<file path="src/verilog/bdt_regs.svh">
// Purpose: register indices, field positions and reset values of the debug block
// Assumes: byte address of a register is four times its index
// Notes:   definitions only
`ifndef BDT_REGS_SVH
`define BDT_REGS_SVH

`define BDT_IDX_ADDR      4'h0
`define BDT_IDX_ADDR_MASK 4'h1
`define BDT_IDX_DATA      4'h2
`define BDT_IDX_DATA_MASK 4'h3
`define BDT_IDX_PC0       4'h4
`define BDT_IDX_PC_MASK   4'h8
`define BDT_IDX_CTRL      4'h9
`define BDT_IDX_STAT      4'hA
`define BDT_NUM_BP        9

`define BDT_CTRL_EN1_LSB  0
`define BDT_CTRL_EN2_LSB  3
`define BDT_CTRL_DUAL     6
`define BDT_CTRL_ACT_IRQ  7
`define BDT_CTRL_GO       8
`define BDT_CTRL_LVL_LSB  9
`define BDT_CTRL_WMASK    32'h0000_0EFF

`define BDT_STAT_HALTED   0
`define BDT_STAT_ARMED    1
`define BDT_STAT_TRIG     2
`define BDT_STAT_IRQ      3

`define BDT_BP_RESET      32'h0000_0000
`define BDT_CTRL_RESET    32'h0000_0000
`define BDT_PST_HALT      4'hF
`define BDT_PST_RUN_CLAMP 4'hE
`define BDT_SER_BITS      6'h25
`define BDT_RESP_OKAY     2'h0
`define BDT_RESP_SLVERR   2'h2

`endif
</file>
<file path="src/verilog/bdt_pkg.sv">
// Purpose: types shared by the debug block
// Assumes: nothing
// Notes:   offsets and fields live in bdt_regs.svh
`default_nettype none
package bdt_pkg;
  typedef logic [31:0] bdt_word_t;
  typedef logic [3:0]  bdt_nib_t;
  typedef enum logic [1:0] {TRG_IDLE, TRG_ARMED, TRG_FIRED} bdt_trig_t;
endpackage
`default_nettype wire

</file>
<file path="src/verilog/bdt_core_debug.sv">
// Purpose: breakpoint registers, trigger logic, halt/debug-interrupt and real-time trace
// Assumes: core-side inputs are on clk; serial pins are asynchronous
// Notes:   serial frame is 37 bits msb first: write flag, 4-bit index, 32-bit data
//
// Function
// - Nine 32-bit breakpoint registers: address and mask, data and mask, four pc and pc mask.
// - Both the serial debug channel and the processor bus can read and write them.
// - Triggers combine address, data and pc matches as single- or dual-level definitions.
// - A trigger either halts the processor or starts a debug interrupt, as programmed.
// - In emulator mode, critical interrupts at or above a set level are still serviced.
// - A 4-bit status bus and 4-bit data bus are driven with a trace clock at half the cpu rate.
// - The all-status output is the AND of the four status bits.
// - The halted state shows as all four status bits high.
//
// Chosen here: the placing of the registers and register access over AXI4-Lite.
`include "bdt_regs.svh"
`default_nettype none
module bdt_core_debug #(
  parameter int ADDR_W = 32
) (
  input  wire logic              clk,
  input  wire logic              rst,
  input  wire logic              ce,
  input  wire logic [ADDR_W-1:0] s_axi_awaddr,
  input  wire logic              s_axi_awvalid,
  output logic                   s_axi_awready,
  input  wire logic [31:0]       s_axi_wdata,
  input  wire logic [3:0]        s_axi_wstrb,
  input  wire logic              s_axi_wvalid,
  output logic                   s_axi_wready,
  output logic [1:0]             s_axi_bresp,
  output logic                   s_axi_bvalid,
  input  wire logic              s_axi_bready,
  input  wire logic [ADDR_W-1:0] s_axi_araddr,
  input  wire logic              s_axi_arvalid,
  output logic                   s_axi_arready,
  output logic [31:0]            s_axi_rdata,
  output logic [1:0]             s_axi_rresp,
  output logic                   s_axi_rvalid,
  input  wire logic              s_axi_rready,
  input  wire logic              serial_debug_clock,
  input  wire logic              serial_debug_in,
  output logic                   serial_debug_out,
  input  wire bdt_pkg::bdt_word_t cpu_addr,
  input  wire bdt_pkg::bdt_word_t cpu_data,
  input  wire bdt_pkg::bdt_word_t cpu_pc,
  input  wire logic              cpu_valid,
  input  wire bdt_pkg::bdt_nib_t cpu_status,
  input  wire bdt_pkg::bdt_nib_t cpu_ddata,
  input  wire logic [2:0]        cpu_irq_level,
  output logic                   halt_req,
  output logic                   debug_irq,
  output logic                   irq_allow,
  output bdt_pkg::bdt_nib_t      processor_status_bus,
  output bdt_pkg::bdt_nib_t      debug_data_bus,
  output logic                   status_trace_clock,
  output logic                   all_status_high
);
  import bdt_pkg::*;

  initial begin
    if (ADDR_W < 6 || ADDR_W > 32) begin
      $error("bdt_core_debug: ADDR_W must lie in 6..32");
    end
  end

  function automatic logic idx_ok(input logic [3:0] idx);
    idx_ok = (idx <= `BDT_IDX_STAT);
  endfunction

  function automatic logic addr_ok(input logic [ADDR_W-1:0] a);
    addr_ok = ((a >> 6) == '0) && idx_ok(a[5:2]);
  endfunction

  function automatic logic cond(input logic [2:0] en, input logic ah, input logic dh,
                                input logic ph);
    cond = (en != 3'h0) && (!en[0] || ah) && (!en[1] || dh) && (!en[2] || ph);
  endfunction

  bdt_word_t bp [0:`BDT_NUM_BP-1];
  bdt_word_t ctrl;
  bdt_trig_t trig;
  logic      halted;
  logic      irq_active;
  logic      trig_seen;

  wire [3:0] stat_bits = {irq_active, trig_seen, (trig == TRG_ARMED), halted};
  wire bdt_word_t stat_word = {28'h000_0000, stat_bits};

  function automatic bdt_word_t rd_word(input logic [3:0] idx);
    if (idx < `BDT_IDX_CTRL) begin
      rd_word = bp[idx];
    end else if (idx == `BDT_IDX_CTRL) begin
      rd_word = ctrl;
    end else if (idx == `BDT_IDX_STAT) begin
      rd_word = stat_word;
    end else begin
      rd_word = 32'h0000_0000;
    end
  endfunction

  // serial channel: pins pass two flops, edges are found on the second and third
  logic sclk_s1, sclk_s2, sclk_s3, sdi_s1, sdi_s2;
  logic [36:0] ser_shift;
  logic [5:0]  ser_cnt;
  logic        ser_exec;
  logic [36:0] ser_cmd;
  logic [31:0] ser_out;

  wire sclk_rise = sclk_s2 & ~sclk_s3;
  wire sclk_fall = ~sclk_s2 & sclk_s3;
  wire ser_last  = sclk_rise && (ser_cnt == `BDT_SER_BITS - 6'h1);
  wire ser_wr    = ser_exec && ser_cmd[36] && idx_ok(ser_cmd[35:32]);

  always_ff @(posedge clk) begin
    if (rst) begin
      {sclk_s1, sclk_s2, sclk_s3, sdi_s1, sdi_s2} <= 5'h00;
      ser_shift <= '0;
      ser_cnt   <= 6'h00;
      ser_exec  <= 1'b0;
      ser_cmd   <= '0;
    end else if (ce) begin
      {sclk_s1, sclk_s2, sclk_s3} <= {serial_debug_clock, sclk_s1, sclk_s2};
      {sdi_s1, sdi_s2} <= {serial_debug_in, sdi_s1};
      ser_exec <= ser_last;
      if (sclk_rise) begin
        ser_shift <= {ser_shift[35:0], sdi_s2};
        ser_cnt   <= ser_last ? 6'h00 : ser_cnt + 6'h01;
      end
      if (ser_last) begin
        ser_cmd <= {ser_shift[35:0], sdi_s2};
      end
    end
  end

  // reply word is loaded after the frame and clocked out on falling serial edges
  always_ff @(posedge clk) begin
    if (rst) begin
      ser_out          <= 32'h0000_0000;
      serial_debug_out <= 1'b0;
    end else if (ce) begin
      if (ser_exec) begin
        ser_out <= rd_word(ser_cmd[35:32]);
      end else if (sclk_fall) begin
        ser_out          <= {ser_out[30:0], 1'b0};
        serial_debug_out <= ser_out[31];
      end
    end
  end

  // axi4-lite write: address and data taken in either order, serial writes go first
  logic              aw_held, w_held;
  logic [ADDR_W-1:0] aw_addr_q;
  logic [31:0]       w_data_q;
  logic [3:0]        w_strb_q;

  wire       aw_take   = s_axi_awvalid & s_axi_awready;
  wire       w_take    = s_axi_wvalid & s_axi_wready;
  wire       axi_do_wr = aw_held & w_held & ~s_axi_bvalid & ~ser_wr;
  wire       axi_ok    = addr_ok(aw_addr_q);
  wire [3:0] axi_idx   = aw_addr_q[5:2];
  wire bdt_word_t axi_old = rd_word(axi_idx);
  wire bdt_word_t axi_merged;

  genvar gb;
  generate
    for (gb = 0; gb < 4; gb++) begin : g_lane
      assign axi_merged[8*gb +: 8] = w_strb_q[gb] ? w_data_q[8*gb +: 8] : axi_old[8*gb +: 8];
    end
  endgenerate

  wire            wr_en   = ser_wr | (axi_do_wr & axi_ok);
  wire [3:0]      wr_idx  = ser_wr ? ser_cmd[35:32] : axi_idx;
  wire bdt_word_t wr_data = ser_wr ? ser_cmd[31:0] : axi_merged;
  wire            wr_ctrl = wr_en && (wr_idx == `BDT_IDX_CTRL);
  wire            wr_stat = wr_en && (wr_idx == `BDT_IDX_STAT);
  wire            go      = wr_ctrl && wr_data[`BDT_CTRL_GO];

  always_ff @(posedge clk) begin
    if (rst) begin
      aw_held <= 1'b0;
      w_held  <= 1'b0;
      aw_addr_q <= '0;
      w_data_q  <= 32'h0000_0000;
      w_strb_q  <= 4'h0;
      s_axi_awready <= 1'b0;
      s_axi_wready  <= 1'b0;
      s_axi_bvalid  <= 1'b0;
      s_axi_bresp   <= `BDT_RESP_OKAY;
    end else if (ce) begin
      s_axi_awready <= ~(aw_held | aw_take) | axi_do_wr;
      s_axi_wready  <= ~(w_held | w_take) | axi_do_wr;
      if (aw_take) begin
        aw_held   <= 1'b1;
        aw_addr_q <= s_axi_awaddr;
      end else if (axi_do_wr) begin
        aw_held <= 1'b0;
      end
      if (w_take) begin
        w_held   <= 1'b1;
        w_data_q <= s_axi_wdata;
        w_strb_q <= s_axi_wstrb;
      end else if (axi_do_wr) begin
        w_held <= 1'b0;
      end
      if (axi_do_wr) begin
        s_axi_bvalid <= 1'b1;
        s_axi_bresp  <= axi_ok ? `BDT_RESP_OKAY : `BDT_RESP_SLVERR;
      end else if (s_axi_bready) begin
        s_axi_bvalid <= 1'b0;
      end
    end
  end

  // axi4-lite read
  wire ar_take = s_axi_arvalid & s_axi_arready;

  always_ff @(posedge clk) begin
    if (rst) begin
      s_axi_arready <= 1'b0;
      s_axi_rvalid  <= 1'b0;
      s_axi_rdata   <= 32'h0000_0000;
      s_axi_rresp   <= `BDT_RESP_OKAY;
    end else if (ce) begin
      if (ar_take) begin
        s_axi_arready <= 1'b0;
        s_axi_rvalid  <= 1'b1;
        s_axi_rdata   <= addr_ok(s_axi_araddr) ? rd_word(s_axi_araddr[5:2]) : 32'h0000_0000;
        s_axi_rresp   <= addr_ok(s_axi_araddr) ? `BDT_RESP_OKAY : `BDT_RESP_SLVERR;
      end else if (s_axi_rvalid && s_axi_rready) begin
        s_axi_rvalid  <= 1'b0;
        s_axi_arready <= 1'b1;
      end else if (!s_axi_rvalid) begin
        s_axi_arready <= 1'b1;
      end
    end
  end

  // breakpoint register file
  genvar gi;
  generate
    for (gi = 0; gi < `BDT_NUM_BP; gi++) begin : g_bp
      always_ff @(posedge clk) begin
        if (rst) begin
          bp[gi] <= `BDT_BP_RESET;
        end else if (ce && wr_en && (wr_idx == 4'(gi))) begin
          bp[gi] <= wr_data;
        end
      end
    end
  endgenerate

  always_ff @(posedge clk) begin
    if (rst) begin
      ctrl <= `BDT_CTRL_RESET;
    end else if (ce && wr_ctrl) begin
      ctrl <= wr_data & `BDT_CTRL_WMASK & ~(32'h0000_0001 << `BDT_CTRL_GO);
    end
  end

  // match units: address, data, and four pc comparands sharing one mask
  logic a_hit, d_hit;
  logic [3:0] pc_hits;

  bdt_match #(.W(32)) u_addr (.value(cpu_addr), .comparand(bp[`BDT_IDX_ADDR]),
                              .mask(bp[`BDT_IDX_ADDR_MASK]), .hit(a_hit));
  bdt_match #(.W(32)) u_data (.value(cpu_data), .comparand(bp[`BDT_IDX_DATA]),
                              .mask(bp[`BDT_IDX_DATA_MASK]), .hit(d_hit));
  generate
    for (gi = 0; gi < 4; gi++) begin : g_pc
      bdt_match #(.W(32)) u_pc (.value(cpu_pc), .comparand(bp[`BDT_IDX_PC0 + gi]),
                                .mask(bp[`BDT_IDX_PC_MASK]), .hit(pc_hits[gi]));
    end
  endgenerate

  wire       p_hit  = |pc_hits;
  wire [2:0] en1    = ctrl[`BDT_CTRL_EN1_LSB +: 3];
  wire [2:0] en2    = ctrl[`BDT_CTRL_EN2_LSB +: 3];
  wire       dual   = ctrl[`BDT_CTRL_DUAL];
  wire       act_irq = ctrl[`BDT_CTRL_ACT_IRQ];
  wire       l1_hit = cpu_valid && cond(en1, a_hit, d_hit, p_hit);
  wire       l2_hit = cpu_valid && cond(en2, a_hit, d_hit, p_hit);
  wire       fire   = dual ? (trig == TRG_ARMED) && l2_hit : (trig == TRG_IDLE) && l1_hit;
  bdt_trig_t next_trig;

  always_comb begin
    next_trig = trig;
    unique case (trig)
      TRG_IDLE:  if (dual && l1_hit) begin
        next_trig = TRG_ARMED;
      end else if (fire) begin
        next_trig = TRG_FIRED;
      end
      TRG_ARMED: if (fire) begin
        next_trig = TRG_FIRED;
      end else if (!dual) begin
        next_trig = TRG_IDLE;
      end
      TRG_FIRED: if (go) begin
        next_trig = TRG_IDLE;
      end
      default: next_trig = TRG_IDLE;
    endcase
  end

  // a new event wins over a resume or a clear in the same cycle
  always_ff @(posedge clk) begin
    if (rst) begin
      trig       <= TRG_IDLE;
      halted     <= 1'b0;
      irq_active <= 1'b0;
      trig_seen  <= 1'b0;
      halt_req   <= 1'b0;
      debug_irq  <= 1'b0;
      irq_allow  <= 1'b1;
    end else if (ce) begin
      trig       <= next_trig;
      halted     <= (fire && !act_irq) || (halted && !go);
      irq_active <= (fire && act_irq) || (irq_active && !go);
      trig_seen  <= fire || (trig_seen && !(wr_stat && wr_data[`BDT_STAT_TRIG]));
      halt_req   <= (fire && !act_irq) || (halted && !go);
      debug_irq  <= (fire && act_irq) || (irq_active && !go);
      // only interrupts at or above the critical level get through in emulator mode
      irq_allow  <= !irq_active || (cpu_irq_level >= ctrl[`BDT_CTRL_LVL_LSB +: 3]);
    end
  end

  // trace: outputs change as the trace clock falls, so the tool samples on its rise
  wire bdt_nib_t run_status = (cpu_status == `BDT_PST_HALT) ? `BDT_PST_RUN_CLAMP : cpu_status;
  wire bdt_nib_t next_pst   = halted ? `BDT_PST_HALT : run_status;

  always_ff @(posedge clk) begin
    if (rst) begin
      status_trace_clock   <= 1'b0;
      processor_status_bus <= 4'h0;
      debug_data_bus       <= 4'h0;
      all_status_high      <= 1'b0;
    end else if (ce) begin
      status_trace_clock <= ~status_trace_clock;
      if (status_trace_clock) begin
        processor_status_bus <= next_pst;
        debug_data_bus       <= cpu_ddata;
        all_status_high      <= &next_pst;
      end
    end
  end
endmodule
`default_nettype wire

</file>
<file path="src/verilog/bdt_match.sv">
// Purpose: masked equality compare of one value against a comparand
// Assumes: a mask bit of one excludes that bit from the compare
// Notes:   combinational
`default_nettype none
module bdt_match #(
  parameter int W = 32
) (
  input  wire logic [W-1:0] value,
  input  wire logic [W-1:0] comparand,
  input  wire logic [W-1:0] mask,
  output logic              hit
);
  assign hit = (((value ^ comparand) & ~mask) == '0);
endmodule
`default_nettype wire

</file>
<file path="config.mk">
export PLATFORM = sky130hd
export DESIGN_NAME = bdt_core_debug
export DESIGN_NICKNAME = d
export VERILOG_FILES = /design/src/verilog/bdt_pkg.sv /design/src/verilog/bdt_core_debug.sv /design/src/verilog/bdt_match.sv
export VERILOG_INCLUDE_DIRS = /design/src /design/src/verilog
export SDC_FILE = /design/constraint.sdc
export NUM_CORES = 1
export LEC_CHECK = 0
export ABC_AREA = 0
export ABC_CLOCK_PERIOD_IN_PS = 8100
export BUFFER_PORTS_ARGS = -buffer_cell sky130_fd_sc_hd__buf_2
export CAP_MARGIN = 20
export CORE_MARGIN = 2
export CORE_UTILIZATION = 35
export DETAILED_ROUTE_END_ITERATION = 6
export GPL_TIMING_DRIVEN = 0
export MAX_ROUTING_LAYER = met4
export PLACE_DENSITY = 0.49
export SLEW_MARGIN = 40
export SYNTH_ARGS = -nofsm -noshare
export SYNTH_HDL_FRONTEND = slang
export SYNTH_SLANG_ARGS = --single-unit
</file>
<file path="constraint.sdc">
create_clock -name clk -period 8.1 [get_ports clk]
set_input_delay 0.405 -clock clk [delete_from_list [all_inputs] [get_ports clk]]
set_output_delay 0.405 -clock clk [all_outputs]
set_load 0.02 [all_outputs]
</file>
* Word level (Yosys, flattened, before mapping)
Memory sizes are Yosys's and may differ from the RTL's. A register that Yosys moved wholly into a read port is not among the register bits. Cells that the tools add are included. Widths: inputs -> output; s select.
Operators by class: order comparisons 7, bitwise operators 46, eq/ne operators 24, multiplexer cells 82, add/sub/neg operators 1, reductions and logical operators 91
Operators by type and width (number):
- $mux 32 | 16
- $logic_not 32->1 | 8
- $and 32x32->32 | 6
- $xor 32x32->32 | 6
- $not 32->32 | 3
- $eq 4x4->1 const B | 10
- $mux 1 | 40
- $mux 4 | 10
- $logic_and 1x1->1 | 37
- $mux 12 | 3
- $mux 8 | 4
- $reduce_and 2->1 | 13
- $eq 4x3->1 const B | 4
- $mux 2 | 7
- $or 1x1->1 | 14
- $le 4x4->1 const B | 3
- $lt 4x4->1 const B | 3
- $logic_not 1->1 | 10
- $logic_or 1x1->1 | 10
- $reduce_bool 2->1 | 5
- $and 1x1->1 | 9
- $eq 4x2->1 const B | 2
- $not 1->1 | 8
- $reduce_and 4->1 | 2
- 16 further kinds | 18
Word-level totals: memory bits (writable) 288, register bits after elaboration 256, logic and storage cells 286, output and inout bits 55, memories 1, input port bits 218
Memories:
- bp | depth 9, bits a word 32, rd ports 12, clocked after memory_dff 2, write ports 9, line bdt_core_debug.sv:80 | bdt_word_t bp [0:`BDT_NUM_BP-1];

* Depth between registers and ports, before layout
Gate-level depths: netlist of the first run. An unclocked memory read counts as a cell.
depth after elaboration 14, gate-level depth with buffers 11, gate-level depth less buffers 8

* By module
Synthesis of the first run repeated with hierarchy kept, for this count alone.
Second synthesis, totals: cell total of the unflattened synthesis 2864, area total of the unflattened synthesis 29990.0 um2
By module, submodules not included:
- bdt_core_debug | times used 1, cells an instance 2546, area an instance 27505.1 um2, sequential area each 13853.3 um2
- bdt_match | times used 6, cells an instance 53, area an instance 414.1 um2, sequential area each 0.0 um2

* Least setup slack after synthesis of the first run
Ideal clock, no wire load.
path type reg2reg, start point register ser_cmd[34], end point memory bp[7][0] (netlist name) (enable), stages on the path, launching flop included 9, arrival time 4.053 ns, buffers on the path 3, slack 3.581 ns, data required time 7.634 ns, setup time 0.466 ns, path through dfxtp_1 -> clkbuf_1 -> a21o_1 -> a21oi_2 -> buf_2 -> buf_2 -> mux2i_1 -> or3_1 -> o21ai_0
RTL lines:
- start: declaration | line bdt_core_debug.sv:107 | logic [36:0] ser_cmd;
- start signal: assignment | line bdt_core_debug.sv:131 | ser_cmd <= {ser_shift[35:0], sdi_s2};
- end: declaration | line bdt_core_debug.sv:80

==> flow_summary.yaml, run 1 <==
floorplanning:
  io_pins: 273
  core_sq_um: 83800
  rows: 106
  die_w_um: 295
  die_area_sq_um: 87200
  die_h_um: 295
  start_util_pct: 35.4
routing:
  drcViolationCount: 0
  wl_per_cell_um: 32.9
  num_vias: 26419
  routed_via_density: 5.96
  dr.pass1.iters: 6
  dr.first_iter.drc_count: 3179
  drt-met1-wl_mm: 59.3
  wl_met3_mm: 14.2
  wl_mm: 146
  ant_nets: 0
  wl_met2_mm: 64.3
  highest_layer: "met4"
setup_path:
  end_kind: "flop"
  start_kind: "flop"
  crit_arrival_ps: 4720
  cp_max_fo: 10
  path_class: "reg -> reg"
  critPathRequiredTime_ps: 8440
clock_tree:
  clkLatencyLatePin_ps: 640
  cts_resized: 0
  clock-sinks: 548
  cts_buffer_depth: 3
  clk_pin_slew_ps: 60
  cts_buffers: 68
  cts_setup_buffers: 0
  cts_hold_buf: 6
  htreeDepth: 3
  root_buffer: "clkbuf_16"
  cts_tree: "done"
final_layout:
  area_delta_synth_final_pct: 19.2
  drive_gt1_share_pct: 20.8
  n_fill_cell: 8233
  stdcell_area_sq_um: 35400
  multi_input_area_sq_um: 15100
  register_area_sq_um: 13900
  fin_nets: 3463
synthesis:
  synth_edf_count: 288
  synthArstFlopShare_pct: 0
  yosysWarnings: 0
  yosysSeqAreaShare_pct: 46.7
  synth.largest_area_cell: "edfxtp_1"
  yosys-top-cells-area: "edfxtp_1, dfxtp_1, mux4_2, xnor2_1, nand2_1"
  ys.flop_type: "edfxtp_1"
  synth_cell_types: 62
  avgSynthCellArea_sq_um: 10.2
  synth_top_area_share_pct: 29.1
  yosys_register_bits: 548
  netlist_area_sq_um: 29700
  netlist_instances: 2901
power_and_ir_drop:
  pwr-share-clk_pct: 44.3
  powerDensity_nw_per_um2: 199
  p_leak_uw: 0.0119
  p_seq_share_pct: 43.7
  power.internal_uw: 5070
  switching_share_pct: 28.1
  p_switching_uw: 1980
  pwr-share-comb_pct: 12.0
  ir_worst_vdd_mv: 0.128
placed_design:
  gp_congestion: 1.04
  place_area_sq_um: 33100
  dp_slack_ps: 3810
  dp_hpwl_mm: 114
  io_buffers: 231
hold_path:
  hold_path_class: "in -> reg"
global_routing:
  grt_max_degree: 14
  grt_overflow: 0
  antenna_found_initial: 10
  grt_pass1_wl_mm: 198
  grt_pass1_vias: 25164
  grt_usage_pct: 33.9
sta:
  rsz0062_at_grt: "no"
  hold_viol_final: 0
  worst_slew_pin_slew_ps: 1000
  slew_headroom_pct: 32.8
  fmax_mhz: 229
  drv_slew: 0
  fin_skew_ps: 25.0
  fin_crit_ps: 4370
  final.setup.worst_slack_ps: 3730
  finalSetupViolations: 0
  period_share_pct: 54.0
run_status:
  status: "complete, no violations"
job:
  maxCapViolCount: 0
per-layer routing:
layer	global-route usage, %	vias up
li1	-	11266
met1	43.6	13333
met2	50.4	1530
met3	7.95	290
met4	16.4	0
met5	-	-
state kept, by name, summed over array words and instances (netlist names), 2 cells and up, named ones only:
name,cells
aw_addr_q,30
bp,288
ctrl,11
debug_data_bus,4
processor_status_bus,4
s_axi_rdata,32
ser_cmd,37
ser_cnt,6
ser_out,32
ser_shift,36
trig,2
w_data_q,32
w_strb_q,4
worst max-delay path, stage by stage, from the launching register on:
cell and delay [ps]:
dfxtp_1 370, buf_2 390, clkbuf_2 580, clkbuf_1 710
mux4_2 450, mux2i_1 260, o21ai_0 220, a22oi_1 240
nor2_1 70, a21oi_2 620, nor2_1 130
worst paths after layout:
kind,start,endpoint,slack [ps],depth (start not counted)
setup / recovery,flop,bp[5][21]$_SDFFCE_PN0P_,3730,10
hold / removal,s_axi_wdata[26],w_data_q[26]$_SDFFE_PP0P_,20,3
hold reg to reg,s_axi_rdata[22]$_SDFFE_PP0P_,s_axi_rdata[22]$_SDFFE_PP0P_,450,2
setup reg to reg,flop,bp[5][21]$_SDFFCE_PN0P_,3730,10
through the flow:
step                      power [uW]  TNS [ps]  util (%)  cells  hold WS (ps)
final                           7050         0      42.2   4434          17.0
after global routing            7190         0      42.2   4432          15.2
after CTS                       7050         0      42.2   4427          1.97
after detailed placement        3960         0      39.5   4298           437
after global placement          3930    -71810      38.5   4267           435
after floorplan                 3520         0         -   2902           429
synthesized netlist by cell type, drive strengths merged, types with 37 or more instances:
| library cell | number |
|---|---|
| nor4 | 37 |
| o21ai | 126 |
| a21oi | 242 |
| nand2 | 420 |
| clkbuf | 187 |
| nor2 | 414 |
| nor3 | 41 |
| edfxtp | 288 |
| o22ai | 102 |
| buf | 55 |
| dfxtp | 260 |
| xnor2 | 194 |
| mux2i | 105 |
| mux4 | 192 |
layout make-up:
class,instances,area share (%)
Multi-Input combinational cell,2085,42.6
Tap cell,1134,4.01
Clock buffer,103,5.55
Timing Repair Buffer,268,4.79
Antenna cell,7,0.0495
Clock inverter,20,0.717
Sequential cell,548,39.1
Buffer,242,2.86
Inverter,27,0.286
layout by cell type, fill, tap and decap left out, drive strengths merged, types with 7 or more instances in the layout:
cell type,n
a211oi,23
a21oi,242
a221o,7
a221oi,23
a22o,12
a22oi,24
buf,317
clkbuf,290
clkinv,11
dfxtp,260
diode,7
edfxtp,288
inv,32
mux2i,105
mux4,192
nand2,420
nand2b,12
nand3,9
nand4,11
nor2,414
nor2b,17
nor3,41
nor4,37
o211ai,11
o21ai,126
o22ai,102
xnor2,194
kinds of logic after synthesis:
group	count (synthesis)	synth area share, %
AND/OR/NAND/NOR	990	13.7
AO/OA/AOI/OAI	592	11.8
flip-flops	548	46.7
multiplexers	299	18.2
buffers and inverters	269	3.57
XOR/XNOR	197	5.81
adder cells (fa/ha/maj)	5	0.211
other	1	0.0126
power by group through the flow:
| stage | clock (uW) | sequential [uW] | combinational (uW) |
|---|---|---|---|
| 2_1_floorplan | 0 | 3100 | 419 |
| 3_3_place_gp | 0 | 3150 | 778 |
| 3_5_place_dp | 0 | 3140 | 820 |
| 4_1_cts | 3150 | 3080 | 825 |
| 5_1_grt | 3240 | 3090 | 868 |
| 6_report | 3120 | 3080 | 845 |
No activity file was read; power rests on OpenSTA's default activity.
==> run 2: changes to the inputs <==
--- a/config.mk
+++ b/config.mk
@@ -7,7 +7,7 @@
 export NUM_CORES = 1
 export LEC_CHECK = 0
 export ABC_AREA = 0
-export ABC_CLOCK_PERIOD_IN_PS = 8100
+export ABC_CLOCK_PERIOD_IN_PS = 3700
 export BUFFER_PORTS_ARGS = -buffer_cell sky130_fd_sc_hd__buf_2
 export CAP_MARGIN = 20
 export CORE_MARGIN = 2
@@ -15,7 +15,7 @@
 export DETAILED_ROUTE_END_ITERATION = 6
 export GPL_TIMING_DRIVEN = 0
 export MAX_ROUTING_LAYER = met4
-export PLACE_DENSITY = 0.49
+export PLACE_DENSITY = 0.51
 export SLEW_MARGIN = 40
 export SYNTH_ARGS = -nofsm -noshare
 export SYNTH_HDL_FRONTEND = slang
==> constraint.sdc (replaced) <==
create_clock -name clk -period 3.7 [get_ports clk]
set_input_delay 0.185 -clock clk [delete_from_list [all_inputs] [get_ports clk]]
set_output_delay 0.185 -clock clk [all_outputs]
set_load 0.02 [all_outputs]
==> run 2 against run 1 <==
  * Critical path depth grew 1
  * Maximum frequency up 19%
  * Clock skew up 5.0 ps
  * Final cell count is 2.1% higher
  * Wire length shrank 5.8%
  * Register-to-register slack lost 3700 ps
  * Combinational power is 130% higher
  * Core utilization is 1.3 points higher
  * Sequential share of layout area is 1.2 points lower
  * Critical path type unchanged
  * Largest power group is now registers
==> flow_summary.yaml, run 2 (synthesized netlist as in run 1, its figures left out) <==
setup_path:
  path_class: "reg -> reg"
  crit_arrival_ps: 4140
  r2r-end: "bp[5][25]$_SDFFCE_PN0P_"
  path_cells: "buf_2, clkbuf_4, buf_2, mux4_2, mux2i_1, o21ai_0, a22oi_1, nor2_1, a21oi_4, buf_12, nor2_1"
  crit_family: "buffers and inverters"
  start_kind: "flop"
  cp_max_fo: 10
  slowest_delay_ps: 730
  critPathRequiredTime_ps: 4180
  reg2reg_slack_ps: 30
  rr_worst_depth: 11
  slowest_stage: "o21ai_0"
  end_kind: "flop"
  crit_buf_inv: 4
floorplanning:
  io_pins: 273
  die_w_um: 295
  rows: 106
  die_h_um: 295
  start_util_pct: 35.4
  die_area_sq_um: 87200
  core_sq_um: 83800
clock_tree:
  cts_buffer_depth: 3
  root_buffer: "clkbuf_16"
  clk_pin_slew_ps: 60
  htreeDepth: 3
  cts_tree: "done"
  clkLatencyLatePin_ps: 650
  clock-sinks: 548
  cts_buffers: 68
placed_design:
  dp_cells: 4293
  gp_congestion: 1.00
  io_buffers: 231
  dp_hpwl_mm: 107
  dp_slack_ps: -585
  place_area_sq_um: 33000
routing:
  wl_per_cell_um: 30.4
  dr.pass1.iters: 6
  routed_via_density: 5.81
  dr.first_iter.drc_count: 3334
  num_vias: 26307
  drcViolationCount: 0
  ant_nets: 0
  wl_mm: 138
global_routing:
  grt_max_degree: 15
  antenna_found_initial: 15
  grt_pass1_vias: 24355
  grt_overflow: 0
  grt_usage_pct: 31.9
  grt_pass1_wl_mm: 188
power_and_ir_drop:
  powerDensity_nw_per_um2: 421
  p_seq_share_pct: 43.8
  switching_share_pct: 28.1
  ir_worst_vdd_mv: 0.307
  p_switching_uw: 4320
  pwr-share-comb_pct: 12.6
  pwr-share-clk_pct: 43.6
  finalPower_uw: 15400
  power.internal_uw: 11100
  p_leak_uw: 0.0123
final_layout:
  mostFrequentLayoutCells: "nand2_1, nor2_1, edfxtp_1, dfxtp_1, buf_2"
  mostFrequentLayoutCell: "nand2_1"
  top_register: "bp"
  reg_top3: "bp x288, ser_cmd x37, ser_shift x36"
  drive_gt1_share_pct: 20.5
  fin_nets: 3554
  area_delta_synth_final_pct: 23.0
  largest_reg_flops: 288
  final_cells: 4528
  stdcell_area_sq_um: 36500
sta:
  fin_skew_ps: 30.1
  hold_viol_final: 0
  finalSetupViolations: 0
  final.setup.worst_slack_ps: 34.7
  rsz0062_at_grt: "no"
  drv_slew: 0
  fin_crit_ps: 3670
  worst_slew_pin_slew_ps: 967
  period_share_pct: 99.1
  fmax_mhz: 273
  slew_headroom_pct: 34.9
hold_path:
  whs_path_depth: 5
  hold_path_class: "in -> reg"
  worstHoldEndpoint: "irq_allow$_SDFFE_PP1P_"
  min_from: "cpu_irq_level[1]"
run_status:
  status: "complete, no violations"
job:
  maxCapViolCount: 0
## run 2: cell types whose count changed in the layout (fill, tap and decap cells not counted), sizes merged
| cell | before | now |
|---|---|---|
| clkbuf | 290 | 285 |
| diode | 7 | 12 |
| clkinv | 11 | 17 |
| bufinv | 3 | 2 |
| inv | 32 | 29 |
| clkinvlp | 1 | 2 |
| buf | 317 | 329 |
| dlygate4sd3 | 6 | 85 |
## run 2: how the worst max path moves through the flow
stage,start,endpoint,cells past startpoint
after floorplan,ser_cmd[34]$_SDFFE_PP0P_,bp[4][0]$_SDFFCE_PN0P_,7
after global routing,ser_exec$_SDFFE_PP0P_,bp[4][21]$_SDFFCE_PN0P_,10
final,flop,bp[5][25]$_SDFFCE_PN0P_,11
after CTS,flop,bp[3][12]$_SDFFCE_PN0P_,10
after global placement,ser_exec$_SDFFE_PP0P_,bp[0][31]$_SDFFCE_PN0P_,7
after detailed placement,flop,bp[8][26]$_SDFFCE_PN0P_,10
## run 2: worst min-delay path, cell delays in order
cell and delay [ps]:
buf_2 80, ha_1 140, a21o_1 80, a211oi_1 60
o21ai_0 130
## run 2: routing by layer
layer  wire, um  track usage [%]  vias up
met5          0                -        -
met3      14400             7.73      294
met2      61000             47.3     1548
li1           -                -    11433
met4       6890             14.2        0
met1      55300             41.4    13032
## run 2: stage by stage
| stage | hold slack [ps] | setup TNS, ps | util, % |
|---|---|---|---|
| after global placement | 426 | -1076900 | 38.5 |
| after global routing | 121 | 0 | 43.6 |
| final | 80.7 | 0 | 43.6 |
| after floorplan | 321 | -76470 | - |
| after CTS | 55.9 | 0 | 43.4 |
| after detailed placement | 430 | -54380 | 39.4 |
## run 2: area by class of cell
class | instances | area [sq um]
clock inverter | 23 | 297
fill | 8242 | 47300
inverter | 27 | 101
sequential | 548 | 13900
buffer | 241 | 1040
tap | 1134 | 1420
timing repair buffer | 360 | 2730
multi-input combinational | 2085 | 15200
clock buffer | 98 | 1900
antenna | 12 | 30.0
## run 2: timing repair
| action | in CTS | in global routing |
|---|---|---|
| hold buffers | 85 | 0 |
| endpoints found under the setup margin | 242 | 191 |
| endpoints found under the hold margin | 85 | 0 |
| gates cloned | 0 | 0 |
| gates resized for setup | 23 | 31 |
| setup buffers | 14 | 3 |
## run 2: power by group through the flow
stage	logic [uW]	registers [uW]	clock network (uW)
after floorplan	917	6790	0
after global placement	1660	6880	0
after detailed placement	1740	6860	0
after CTS	1880	6730	6740
after global routing	2000	6750	6970
final	1940	6740	6700
